`src/pkg/dwrm_defs.svh`:
```
// Constants of the write, refresh and mode logic: field positions, codes, timing.
// Assumes a 40 MHz command clock; included by bare name.
`ifndef DWRM_DEFS_SVH
`define DWRM_DEFS_SVH
`define DWRM_MODE_W        17
`define DWRM_MODE_RST      17'h00002
`define DWRM_F_BL_HI       2
`define DWRM_F_BL_LO       0
`define DWRM_F_ORDER       3
`define DWRM_F_RL_HI       6
`define DWRM_F_RL_LO       4
`define DWRM_F_TEST        7
`define DWRM_F_DLL         8
`define DWRM_F_WR_HI       11
`define DWRM_F_WR_LO       9
`define DWRM_F_PD          12
`define DWRM_BL4_CODE      3'h2
`define DWRM_BL8_CODE      3'h3
`define DWRM_AUTO_CLOSE    10
`define DWRM_CLK_NS        25
`define DWRM_ROW_CLOSE_NS  15
`define DWRM_ROW_CLOSE_CYC (((`DWRM_ROW_CLOSE_NS + `DWRM_CLK_NS - 1) / `DWRM_CLK_NS) < 1 ? 1 : \
	((`DWRM_ROW_CLOSE_NS + `DWRM_CLK_NS - 1) / `DWRM_CLK_NS))
`define DWRM_DLL_LOCK_CYC   200
`define DWRM_MAX_AL        5
`endif

```
`src/pkg/dwrm_pkg.sv`:
```
// Types of the write, refresh and mode logic.
// Assumes nothing beyond the constants header.
package dwrm_pkg;
	typedef enum logic [2:0] {
		DWRM_LOAD = 3'h0, DWRM_REFRESH = 3'h1, DWRM_PRECHARGE = 3'h2, DWRM_ACTIVATE = 3'h3,
		DWRM_WRITE = 3'h4, DWRM_READ = 3'h5, DWRM_TERM = 3'h6, DWRM_NOP = 3'h7
	} dwrm_cmd_e;

	typedef enum logic [1:0] {
		DWRM_IDLE = 2'h0, DWRM_BURST = 2'h1, DWRM_RECOVER = 2'h3
	} dwrm_wstate_e;

	typedef struct packed {
		logic        cs_n;
		logic        ras_n;
		logic        cas_n;
		logic        we_n;
		logic [2:0]  ba;
		logic [13:0] addr;
	} dwrm_pins_s;

	typedef struct packed {
		logic [2:0] bank;
		logic [9:0] col;
		logic [7:0] data;
	} dwrm_beat_s;

	typedef struct packed {
		logic       valid;
		logic [2:0] bank;
		logic [9:0] col;
		logic       auto_close;
	} dwrm_wcmd_s;

	// Command from the strobes; deselect reads as no operation
	function automatic dwrm_cmd_e dwrm_decode(input dwrm_pins_s p);
		if (p.cs_n)
			return DWRM_NOP;
		return dwrm_cmd_e'({p.ras_n, p.cas_n, p.we_n});
	endfunction
endpackage

```
`src/hdl/dwrm_buf2.sv`:
```
// Two-entry buffer between write beats and the array port.
// Assumes one clock; the drain side may stall at will.
`timescale 1ns/1ps
module dwrm_buf2 #(
	parameter int W = 21
) (
	input  wire logic         clk,
	input  wire logic         rst_n,
	input  wire logic         in_valid,
	output logic              in_ready,
	input  wire logic [W-1:0] in_data,
	output logic              out_valid,
	input  wire logic         out_ready,
	output logic [W-1:0]      out_data
);
	logic [W-1:0] mem_r [2];
	logic         wp_r;
	logic         rp_r;
	logic [1:0]   cnt_r;
	logic         push;
	logic         pop;

	// Handshakes on both sides
	assign push      = in_valid && cnt_r != 2'h2;
	assign pop       = out_ready && cnt_r != 2'h0;
	assign in_ready  = cnt_r != 2'h2;
	assign out_valid = cnt_r != 2'h0;
	assign out_data  = mem_r[rp_r];

	// Storage and pointers
	always_ff @(posedge clk or negedge rst_n) begin
		if (!rst_n) begin
			wp_r  <= 1'b0;
			rp_r  <= 1'b0;
			cnt_r <= 2'h0;
		end else begin
			if (push)
				wp_r <= !wp_r;
			if (pop)
				rp_r <= !rp_r;
			cnt_r <= cnt_r + {1'b0, push} - {1'b0, pop};
		end
	end

	always_ff @(posedge clk) begin
		if (push)
			mem_r[wp_r] <= in_data;
	end
endmodule // dwrm_buf2

```
`src/hdl/dwrm_burst_seq.sv`:
```
// Column sequencer for one write burst: wrap within the aligned block.
// Assumes the caller loads at burst start and advances once per beat.
`timescale 1ns/1ps
module dwrm_burst_seq (
	input  wire logic       clk,
	input  wire logic       rst_n,
	input  wire logic       load,
	input  wire logic [2:0] start,
	input  wire logic       len8,
	input  wire logic       interleave,
	input  wire logic       advance,
	output logic [2:0]      col_low,
	output logic            last
);
	logic [2:0] start_r;
	logic [2:0] beat_r;

	// Low column bits for a beat, both orderings
	function automatic logic [2:0] dwrm_col_at(input logic [2:0] s, input logic [2:0] b,
		input logic l8, input logic il);
		logic [2:0] bb;
		bb = l8 ? b : {1'b0, b[1:0]};
		if (il)
			return s ^ bb;
		return {s[2] ^ bb[2], s[1:0] + bb[1:0]};
	endfunction

	assign col_low = dwrm_col_at(start_r, beat_r, len8, interleave);
	assign last    = beat_r == (len8 ? 3'h7 : 3'h3);

	// Beat counter and captured start
	always_ff @(posedge clk or negedge rst_n) begin
		if (!rst_n) begin
			start_r <= 3'h0;
			beat_r  <= 3'h0;
		end else if (load) begin
			start_r <= start;
			beat_r  <= 3'h0;
		end else if (advance) begin
			beat_r <= last ? 3'h0 : beat_r + 3'h1;
		end
	end
endmodule // dwrm_burst_seq

```
`src/hdl/dwrm_top.sv`:
```
// Write, precharge, refresh, self refresh and mode register logic of the memory.
// Assumes commands on clk from a controller; array write port may stall.
`timescale 1ns/1ps
`include "dwrm_defs.svh"
module dwrm_top #(
	parameter int ROW_CLOSE_CYC = `DWRM_ROW_CLOSE_CYC,
	parameter int MAX_AL        = `DWRM_MAX_AL
) (
	input  wire logic                       clk,
	input  wire logic                       rst_n,
	input  wire logic                       cke,
	input  wire dwrm_pkg::dwrm_pins_s       pins,
	input  wire logic [2:0]                 posted_extra_latency,
	input  wire logic                       beat_valid,
	input  wire logic [7:0]                 beat_data,
	input  wire logic                       byte_mask_input,
	output logic                            beat_ready,
	output logic                            arr_valid,
	input  wire logic                       arr_ready,
	output dwrm_pkg::dwrm_beat_s            arr_beat,
	output logic [`DWRM_MODE_W-1:0]         operating_mode_word,
	output logic [2:0]                      read_latency,
	output logic                            burst_beats8,
	output logic                            test_mode,
	output logic                            slow_exit_pd,
	output logic [7:0]                      bank_open,
	output logic [7:0]                      bank_closing,
	output logic                            refresh_pulse,
	output logic [12:0]                     refresh_row,
	output logic                            self_refresh,
	output logic                            dll_on,
	output logic                            dll_restart_pulse,
	output logic                            dll_settled
);
	import dwrm_pkg::*;

	dwrm_cmd_e    cmd;
	logic         cke_prev_r;
	logic [16:0]  mode_r;
	logic         test_r;
	logic         dll_pulse_r;
	logic [7:0]   lock_cnt_r;
	logic         sr_r;
	logic         dll_on_r;
	logic         ref_pulse_r;
	logic [12:0]  ref_row_r;
	dwrm_wcmd_s   dly_r [MAX_AL+1];
	dwrm_wcmd_s   tap;
	dwrm_wstate_e wst_r;
	dwrm_wcmd_s   cur_r;
	logic [3:0]   wr_cnt_r;
	logic [7:0]   open_r;
	logic [7:0]   closing_r;
	logic [3:0]   pre_cnt_r [8];
	logic [7:0]   pre_vec;
	logic         beat_take;
	logic         last_beat;
	logic [2:0]   col_low;
	logic         buf_push;
	logic         buf_ready;
	logic         start_w;
	logic         len8;
	logic         upd;

	// Command decode; a command is live only with clock enable held high
	assign cmd     = (cke_prev_r && cke) ? dwrm_decode(pins) : DWRM_NOP;
	assign len8    = mode_r[`DWRM_F_BL_HI:`DWRM_F_BL_LO] == `DWRM_BL8_CODE;
	assign tap     = dly_r[(posted_extra_latency > MAX_AL) ? MAX_AL : posted_extra_latency];
	assign start_w = tap.valid;
	assign upd     = cmd == DWRM_LOAD && pins.ba[1:0] == 2'h0;

	always_ff @(posedge clk or negedge rst_n) begin
		if (!rst_n)
			cke_prev_r <= 1'b0;
		else
			cke_prev_r <= cke;
	end

	// Mode register load; test bit guards all other fields
	always_ff @(posedge clk or negedge rst_n) begin
		if (!rst_n) begin
			mode_r      <= `DWRM_MODE_RST;
			test_r      <= 1'b0;
			dll_pulse_r <= 1'b0;
		end else begin
			dll_pulse_r <= 1'b0;
			if (upd) begin
				test_r <= pins.addr[`DWRM_F_TEST];
				if (!pins.addr[`DWRM_F_TEST]) begin
					mode_r      <= {pins.ba, pins.addr};
					dll_pulse_r <= pins.addr[`DWRM_F_DLL];
				end
			end else if (mode_r[`DWRM_F_DLL]) begin
				mode_r[`DWRM_F_DLL] <= 1'b0;
			end
			if (sr_r && cke)
				dll_pulse_r <= 1'b1;
		end
	end

	// Lock wait counter after any DLL restart
	always_ff @(posedge clk or negedge rst_n) begin
		if (!rst_n)
			lock_cnt_r <= 8'h00;
		else if (dll_pulse_r)
			lock_cnt_r <= 8'(`DWRM_DLL_LOCK_CYC);
		else if (lock_cnt_r != 8'h00 && dll_on_r)
			lock_cnt_r <= lock_cnt_r - 8'h01;
	end

	// Refresh with internal row address; self refresh on clock-enable low
	always_ff @(posedge clk or negedge rst_n) begin
		if (!rst_n) begin
			sr_r        <= 1'b0;
			dll_on_r    <= 1'b1;
			ref_pulse_r <= 1'b0;
			ref_row_r   <= 13'h0000;
		end else begin
			ref_pulse_r <= cmd == DWRM_REFRESH;
			if (cmd == DWRM_REFRESH)
				ref_row_r <= ref_row_r + 13'h0001;
			if (!sr_r && cke_prev_r && !cke && dwrm_decode(pins) == DWRM_REFRESH) begin
				sr_r     <= 1'b1;
				dll_on_r <= 1'b0;
			end else if (sr_r && cke) begin
				sr_r     <= 1'b0;
				dll_on_r <= 1'b1;
			end
		end
	end

	// Posted write delay line, tapped at the extra latency
	always_ff @(posedge clk or negedge rst_n) begin
		if (!rst_n) begin
			for (int i = 0; i <= MAX_AL; i++)
				dly_r[i] <= '0;
		end else begin
			dly_r[0] <= '{valid: cmd == DWRM_WRITE, bank: pins.ba, col: pins.addr[9:0],
				auto_close: pins.addr[`DWRM_AUTO_CLOSE]};
			for (int i = 1; i <= MAX_AL; i++)
				dly_r[i] <= dly_r[i-1];
		end
	end

	// Write burst engine: beats, then recovery before auto close
	assign beat_take = wst_r == DWRM_BURST && beat_valid && buf_ready;
	assign buf_push  = beat_take && !byte_mask_input;

	always_ff @(posedge clk or negedge rst_n) begin
		if (!rst_n) begin
			wst_r    <= DWRM_IDLE;
			cur_r    <= '0;
			wr_cnt_r <= 4'h0;
		end else begin
			case (wst_r)
				DWRM_IDLE: begin
					if (start_w) begin
						cur_r <= tap;
						wst_r <= DWRM_BURST;
					end
				end
				DWRM_BURST: begin
					if (beat_take && last_beat) begin
						wr_cnt_r <= {1'b0, mode_r[`DWRM_F_WR_HI:`DWRM_F_WR_LO]} + 4'h1;
						wst_r    <= cur_r.auto_close ? DWRM_RECOVER : DWRM_IDLE;
					end
				end
				DWRM_RECOVER: begin
					wr_cnt_r <= wr_cnt_r - 4'h1;
					if (wr_cnt_r == 4'h1)
						wst_r <= DWRM_IDLE;
				end
				default: wst_r <= DWRM_IDLE;
			endcase
		end
	end

	// Precharge requests: command, all-bank flag, or auto close
	always_comb begin
		pre_vec = 8'h00;
		if (cmd == DWRM_PRECHARGE)
			pre_vec = pins.addr[`DWRM_AUTO_CLOSE] ? 8'hFF : (8'h01 << pins.ba);
		if (wst_r == DWRM_RECOVER && wr_cnt_r == 4'h1)
			pre_vec[cur_r.bank] = 1'b1;
	end

	// Bank state: open rows and restartable row close timers
	always_ff @(posedge clk or negedge rst_n) begin
		if (!rst_n) begin
			open_r    <= 8'h00;
			closing_r <= 8'h00;
			for (int b = 0; b < 8; b++)
				pre_cnt_r[b] <= 4'h0;
		end else begin
			for (int b = 0; b < 8; b++) begin
				if (pre_vec[b]) begin
					open_r[b]    <= 1'b0;
					pre_cnt_r[b] <= 4'(ROW_CLOSE_CYC);
					closing_r[b] <= 1'b1;
				end else begin
					if (cmd == DWRM_ACTIVATE && pins.ba == 3'(b))
						open_r[b] <= 1'b1;
					if (pre_cnt_r[b] != 4'h0)
						pre_cnt_r[b] <= pre_cnt_r[b] - 4'h1;
					if (pre_cnt_r[b] == 4'h1)
						closing_r[b] <= 1'b0;
				end
			end
		end
	end

	dwrm_burst_seq u_seq (
		.clk        (clk),
		.rst_n      (rst_n),
		.load       (wst_r == DWRM_IDLE && start_w),
		.start      (tap.col[2:0]),
		.len8       (len8),
		.interleave (mode_r[`DWRM_F_ORDER]),
		.advance    (beat_take),
		.col_low    (col_low),
		.last       (last_beat)
	);

	dwrm_buf2 #(.W($bits(dwrm_beat_s))) u_buf (
		.clk       (clk),
		.rst_n     (rst_n),
		.in_valid  (buf_push),
		.in_ready  (buf_ready),
		.in_data   ({cur_r.bank, len8 ? {cur_r.col[9:3], col_low} : {cur_r.col[9:2], col_low[1:0]},
			beat_data}),
		.out_valid (arr_valid),
		.out_ready (arr_ready),
		.out_data  (arr_beat)
	);

	// Status outputs
	assign beat_ready          = buf_ready && wst_r == DWRM_BURST;
	assign operating_mode_word = mode_r;
	assign read_latency        = mode_r[`DWRM_F_RL_HI:`DWRM_F_RL_LO];
	assign burst_beats8        = len8;
	assign test_mode           = test_r;
	assign slow_exit_pd        = mode_r[`DWRM_F_PD];
	assign bank_open           = open_r;
	assign bank_closing        = closing_r;
	assign refresh_pulse       = ref_pulse_r;
	assign refresh_row         = ref_row_r;
	assign self_refresh        = sr_r;
	assign dll_on              = dll_on_r;
	assign dll_restart_pulse   = dll_pulse_r;
	assign dll_settled         = lock_cnt_r == 8'h00 && dll_on_r;
endmodule // dwrm_top

```
`config.mk`:
```
export PLATFORM = sky130hd
export DESIGN_NAME = dwrm_top
export DESIGN_NICKNAME = d
export VERILOG_FILES = /design/src/pkg/dwrm_pkg.sv /design/src/hdl/dwrm_buf2.sv /design/src/hdl/dwrm_burst_seq.sv /design/src/hdl/dwrm_top.sv
export VERILOG_INCLUDE_DIRS = /design/src /design/src/pkg
export SDC_FILE = /design/constraint.sdc
export NUM_CORES = 1
export LEC_CHECK = 0
export BUFFER_PORTS_ARGS = -buffer_cell sky130_fd_sc_hd__buf_2
export CORE_MARGIN = 3
export CORE_UTILIZATION = 49
export DETAILED_ROUTE_END_ITERATION = 16
export GPL_ROUTABILITY_DRIVEN = 0
export PLACE_DENSITY_LB_ADDON = 0.25
export SYNTH_ARGS = -nofsm -noshare
export SYNTH_HDL_FRONTEND = slang
export SYNTH_SLANG_ARGS = --single-unit
```
`constraint.sdc`:
```
create_clock -name clk -period 3.7 [get_ports clk]
set_input_delay 0.185 -clock clk [delete_from_list [all_inputs] [get_ports clk]]
set_output_delay 0.185 -clock clk [all_outputs]
set_load 0.03 [all_outputs]
```
* After elaboration in Yosys (flattened, before gate mapping)
Memory sizes are Yosys's and may differ from the RTL's. Index checks and enable logic that the tools add are counted.
Operators by class: $add $sub $neg 16, order comparisons 4, eq/ne operators 30, shift-type cells 1, mux-type cells 90, bitwise logic cells 5, reductions and logical operators 78
Operators by type and width (number):
- $mux W4 | 17
- $reduce_bool A2 Y1 | 29
- $bmux W15 S3 | 1
- $mux W1 | 45
- $mux W8 | 5
- $eq A4 B1 Y1 const B | 9
- $mux W3 | 12
- $sub A4 B1 Y4 const B | 9
- $ge A33 B4 Y1 const B | 1
- $not A3 Y33 | 1
- $reduce_bool A4 Y1 | 8
- $mux W15 | 2
- $logic_and A1 B1 Y1 | 26
- $eq A3 B2 Y1 const B | 5
- $eq A3 B3 Y1 const B | 5
- $add A13 B1 Y13 const B | 1
- $ne A2 B2 Y1 const B | 5
- $eq A3 B1 Y1 const B | 3
- $mux W9 | 1
- $logic_not A8 Y1 | 1
- $mux W2 | 4
- $or A8 B8 Y8 | 1
- $pmux W4 S2 | 1
- $reduce_bool A8 Y1 | 1
- other kinds (23) | 31
Word-level totals: bits in registers 211, memory bits (writable) 42, input port bits 38, memories kept 1
Memories:
- u_buf.mem_r | words 2, width 21, rd ports 1, clocked after memory_dff 0, wr ports 1, RTL line dwrm_buf2.sv:16 | logic [W-1:0] mem_r [2];

* Depth between registers and ports, before layout
depth after elaboration 8, gate-level depth with buffers 7, mapped depth without buffers 7

* Modules after synthesis
From an unflattened synthesis, not the netlist that was laid out.
Second synthesis, totals: cells, all modules 741, area total of the unflattened synthesis 10224.8 um2
Modules (own cells, without submodules):
- dwrm_top | times used 1, cells an instance 627, area each 8155.3 um2, sequential area each 4982.3 um2
- dwrm_buf2 | times used 1, cells an instance 87, area each 1741.7 um2, sequential area each 1361.3 um2
- dwrm_burst_seq | times used 1, cells an instance 27, area each 327.8 um2, sequential area each 150.1 um2

* Least setup slack after synthesis
OpenSTA, ideal clock, no wires.
path type reg-to-reg, start point register wst_r[1], end point memory u_buf.mem_r[0][0] (enable), arrival 2299 ps, path slack 976 ps, cell stages (with the launch flop) 4, path buffers 0, cells stage by stage dfrtp_1 and2b_1 nand3_1 nor3_1
On the way: cells in the longest elaborated chain, start to end 7
RTL lines:
- from (decl) | RTL line dwrm_top.sv:49 | dwrm_wstate_e wst_r;
- from (signal assigned) | RTL line dwrm_top.sv:165 | wst_r <= cur_r.auto_close ? DWRM_RECOVER : DWRM_IDLE;
- $eq A2 B1 Y1 | RTL line dwrm_top.sv:146 | assign beat_take = wst_r == DWRM_BURST && beat_valid && buf_ready;
- $logic_and A1 B1 Y1 (2 in a row) | RTL line dwrm_top.sv:146
- $logic_and A1 B1 Y1 | RTL line dwrm_top.sv:147 | assign buf_push = beat_take && !byte_mask_input;
- $logic_and A1 B1 Y1 | RTL line dwrm_buf2.sv:24 | assign push = in_valid && cnt_r != 2'h2;
- $mux W1 | RTL line dwrm_buf2.sv:46 | if (push)
- $mux W1 (not written as such) | RTL line dwrm_buf2.sv:47 | mem_r[wp_r] <= in_data;
- to (decl) | RTL line dwrm_buf2.sv:16
No other way between the ends.

* Worst setup path after layout
start point register wst_r[1], end point memory u_buf.mem_r[1][10] (enable)
On the way: cells in the longest elaborated chain, start to end 7
RTL lines:
- $eq A2 B1 Y1 | RTL line dwrm_top.sv:146
- $logic_and A1 B1 Y1 (2 in a row) | RTL line dwrm_top.sv:146
- $logic_and A1 B1 Y1 | RTL line dwrm_top.sv:147
- $logic_and A1 B1 Y1 | RTL line dwrm_buf2.sv:24
- named net u_buf.push | RTL line dwrm_buf2.sv:20 | logic push;
- $mux W1 | RTL line dwrm_buf2.sv:46
- $mux W1 (not written as such) | RTL line dwrm_buf2.sv:47
The timed path passes the listed nets, and every way through them passes these cells.

==> flow_summary.toml <==
[timing]
setup-violations-final = 0
grt_setup_unrepaired = "false"
fin_crit_ns = 2.370
final-max-slew-violation-count = 0
fmax_mhz = 422.0
timing.final.crit_share_pct = 64.05
worst_slew_margin_rel_pct = 27.82
finalHoldViolCount = 0
finalClockSkew_ns = 0.008730
setup_tns_ns = 0
tightestPinTransition_ns = 1.083

[detailed_routing]
route.detailed.vias_per_inst = 5.150
drcViolationCount = 0
drt_pass1_iterations = 6
wl_met3_um = 967
avgRoutedWirePerCell_um = 15.76
antenna_nets_post_route = 0
top_signal_layer_used = "met4"
detail_route.iter0.violations = 263
via_count = 6087
dr_wl_met2_um = 8465
wirelength_um = 18630
route.layer.met1.wl_um = 8886

[floorplanning]
vertical_die_dimension_um = 150.1
fp.dieArea_mm2 = 0.02252
std_cell_rows = 52
coreArea_mm2 = 0.02030
ioPinCount = 118
die_w_um = 150.1
floorplan.initialDensity_pct = 50.10

[pwr]
share_clk_of_total_power_pct = 30.6
power-per-cell-area_mw_per_mm2 = 690.8
worst_ir_drop_vdd_uv = 397.3
power.share.combinational_pct = 24.0
netsw_mw = 2.551
power.share.switching_pct = 30.37
p_int_mw = 5.849
seq_power_share_pct = 45.3
p_leak_nw = 5.633

[final_layout]
signed_area_change_from_the_synthesized_netlist_to_the_final_layout_pct = 19.55
final_layout_size_suffix_gt1_share_pct = 28.84
post-route-cell-area_mm2 = 0.01216
multi_input_comb_area_mm2 = 0.003465
final.fill_count = 1608
final_net_count = 957
layout.cells.non_filler = 1182
postLayoutCoreUtil_pct = 59.90
antenna-diode-count = 0
layout.area.seq_mm2 = 0.006469

[clock_network]
cts.sinks = 250
numCtsBuffers = 26
cts.root.buffer_cell = "clkbuf_16"
cts_tree = "done"
cts_max_level = 1
clk_pin_slew_ns = 0.06
max-clock-path-buffers = 3
clkLatencyLatePin_ns = 0.51

[place]
placed_cell_area_mm2 = 0.01102
io_buffer_count = 116
hpwlAfterDp_um = 12400
place.detailed.instances = 1106

[critical_path]
worst-endpoint-required_ns = 3.83
critPathCaptureType = "flop"
critPathLaunch = "wst_r[1]"
timing.setup.critical_path_class = "reg2reg"
data_arrival_time_at_the_worst_slack_endpoint_ns = 2.50
path_max_fanout = 21
timing.critical_path.from_type = "flop"
r2r_start = "wst_r[1]"

[global_routing]
grt_usage_pct = 16.82
vias_in_the_first_global_route = 6116
antenna_found_initial = 0
largest_net_degree_at_the_start_of_global_routing = 114
grt_pass1_wl_um = 30820
globalRoute.totalOverflow = 0

[logic_synthesis]
post-synth-top-area-fraction_pct = 50.68
synth_seq_area_share_pct = 63.60
synth-edff-count = 42
synth_nets = 799
async_reset_ff_share_pct = 83.20
netlist.top_cell.by_area = "dfrtp_1"
netlist_area_mm2 = 0.01017
post_synth_top_flop = "dfrtp_1"
synth_area_leaders = "dfrtp_1 (51%), edfxtp_1 (12%), mux2_2 (8.1%)"
netlist_top_cells_count = "dfrtp_1 (206), mux2_2 (73), nor2_1 (55)"
synthesis.instances = 734
most_used_standard_cell_by_instance_count_after_synthesis = "dfrtp_1"
post_synth_num_cell_types = 57
synth.yosys.warnings = 0
ys_ff_latch = 250
average_instance_area_after_synthesis_um2 = 13.86

[outcome]
status = "finished, final reports clean"

[worst_hold_path]
worstHoldStart = "arr_ready"
hold_class = "in2reg"

[run]
max_cap_viol_count = 0
## power groups by stage
| stage | combinational [mW] | clock, mW | sequential (mW) |
|---|---|---|---|
| after floorplan | 1.51 | 0 | 3.79 |
| after global placement | 1.96 | 0 | 3.85 |
| after detailed placement | 2.01 | 0 | 3.85 |
| after CTS | 2.05 | 2.65 | 3.81 |
| after global routing | 2.28 | 2.77 | 3.88 |
| final | 2.02 | 2.57 | 3.81 |
## per-stage QoR
stage / hold slack, ns / worst slack (ns) / power (mW)
2_1_floorplan: -0.1106 / 0.9760 / 5.304
3_5_place_dp: 0.3084 / 1.227 / 5.863
3_3_place_gp: 0.3067 / 1.280 / 5.808
5_1_grt: 0.02062 / 1.105 / 8.928
4_1_cts: 0.007449 / 1.283 / 8.509
6_report: 0.02376 / 1.330 / 8.400
## logic make-up (layout without fill, tap and decap cells)
logic type	count (synthesis)	count (layout)	share of synthesized area, %
compound gates	79	79	5.339
simple gates	195	195	9.792
buf+inv	49	227	2.386
flops	250	250	63.60
xor+xnor	31	31	2.669
other cells	1	1	0.03687
mux	102	102	12.86
fa+ha+maj	27	27	3.321
## flip-flops by register name, indices dropped and copies added (netlist names)
name                 flops
wr_cnt_r                 4
u_buf.wp_r               1
u_seq.beat_r             3
cur_r                   14
dll_on                   1
u_buf.rp_r               1
test_mode                1
refresh_pulse            1
refresh_row             13
pre_cnt_r               32
u_buf.mem_r             42
dly_r                   90
self_refresh             1
operating_mode_word     16
dll_restart_pulse        1
lock_cnt_r               8
bank_closing             8
bank_open                8
wst_r                    2
u_buf.cnt_r              2
cke_prev_r               1
## worst max-delay path: stages (launching register included)
cell     delay [ns]
dfrtp_1        0.42
and2b_1        0.26
nand3_1        0.24
nor2_1         0.26
and2_1         0.80
## per-layer routing
layer,global-route usage [%],vias to the layer above
met1,24.37,3028
met3,3.240,26
met2,26.63,119
met4,3.888,0
li1,-,2914
met5,0,-
## layout by cell type, fill, tap and decap left out, types with 12 or more instances in the layout
cell type / n
ha_1: 27
edfxtp_1: 42
nor3_1: 15
inv_1: 30
a21oi_1: 31
mux2_2: 73
nor2_1: 55
dfrtp_1: 206
xnor2_1: 22
nand3_1: 15
dlygate4sd3_1: 28
nand2_1: 36
nand2b_1: 16
mux4_2: 14
or3_1: 12
clkbuf_16: 27
buf_2: 115
## path summary, 6_finish.rpt
path	endpoint	slack [ns]	cells past startpoint
hold reg to reg	dly_r[31]	0.37	0
setup / recovery	u_buf.mem_r[1][10]	1.33	4
setup reg to reg	u_buf.mem_r[1][10]	1.33	4
min in group asynchronous	dly_r[1]	0.39	2
max in group asynchronous	pre_cnt_r[14]	2.30	3
hold / removal	u_buf.rp_r	0.02	3
## cell type report
type                            count  area share (%)
Sequential cell                   250           53.20
Multi-Input combinational cell    435           28.49
Timing Repair Buffer              149           7.563
Clock buffer                       40           6.123
Tap cell                          270           2.778
Inverter                           30          0.9261
Clock inverter                      8          0.9158
## timing repair
action	in CTS	in global routing
buffers inserted	0	0
hold endpoints to repair	156	0
gates resized for setup	0	0
hold buffers	28	0
Power figures use the tool's default switching activity.
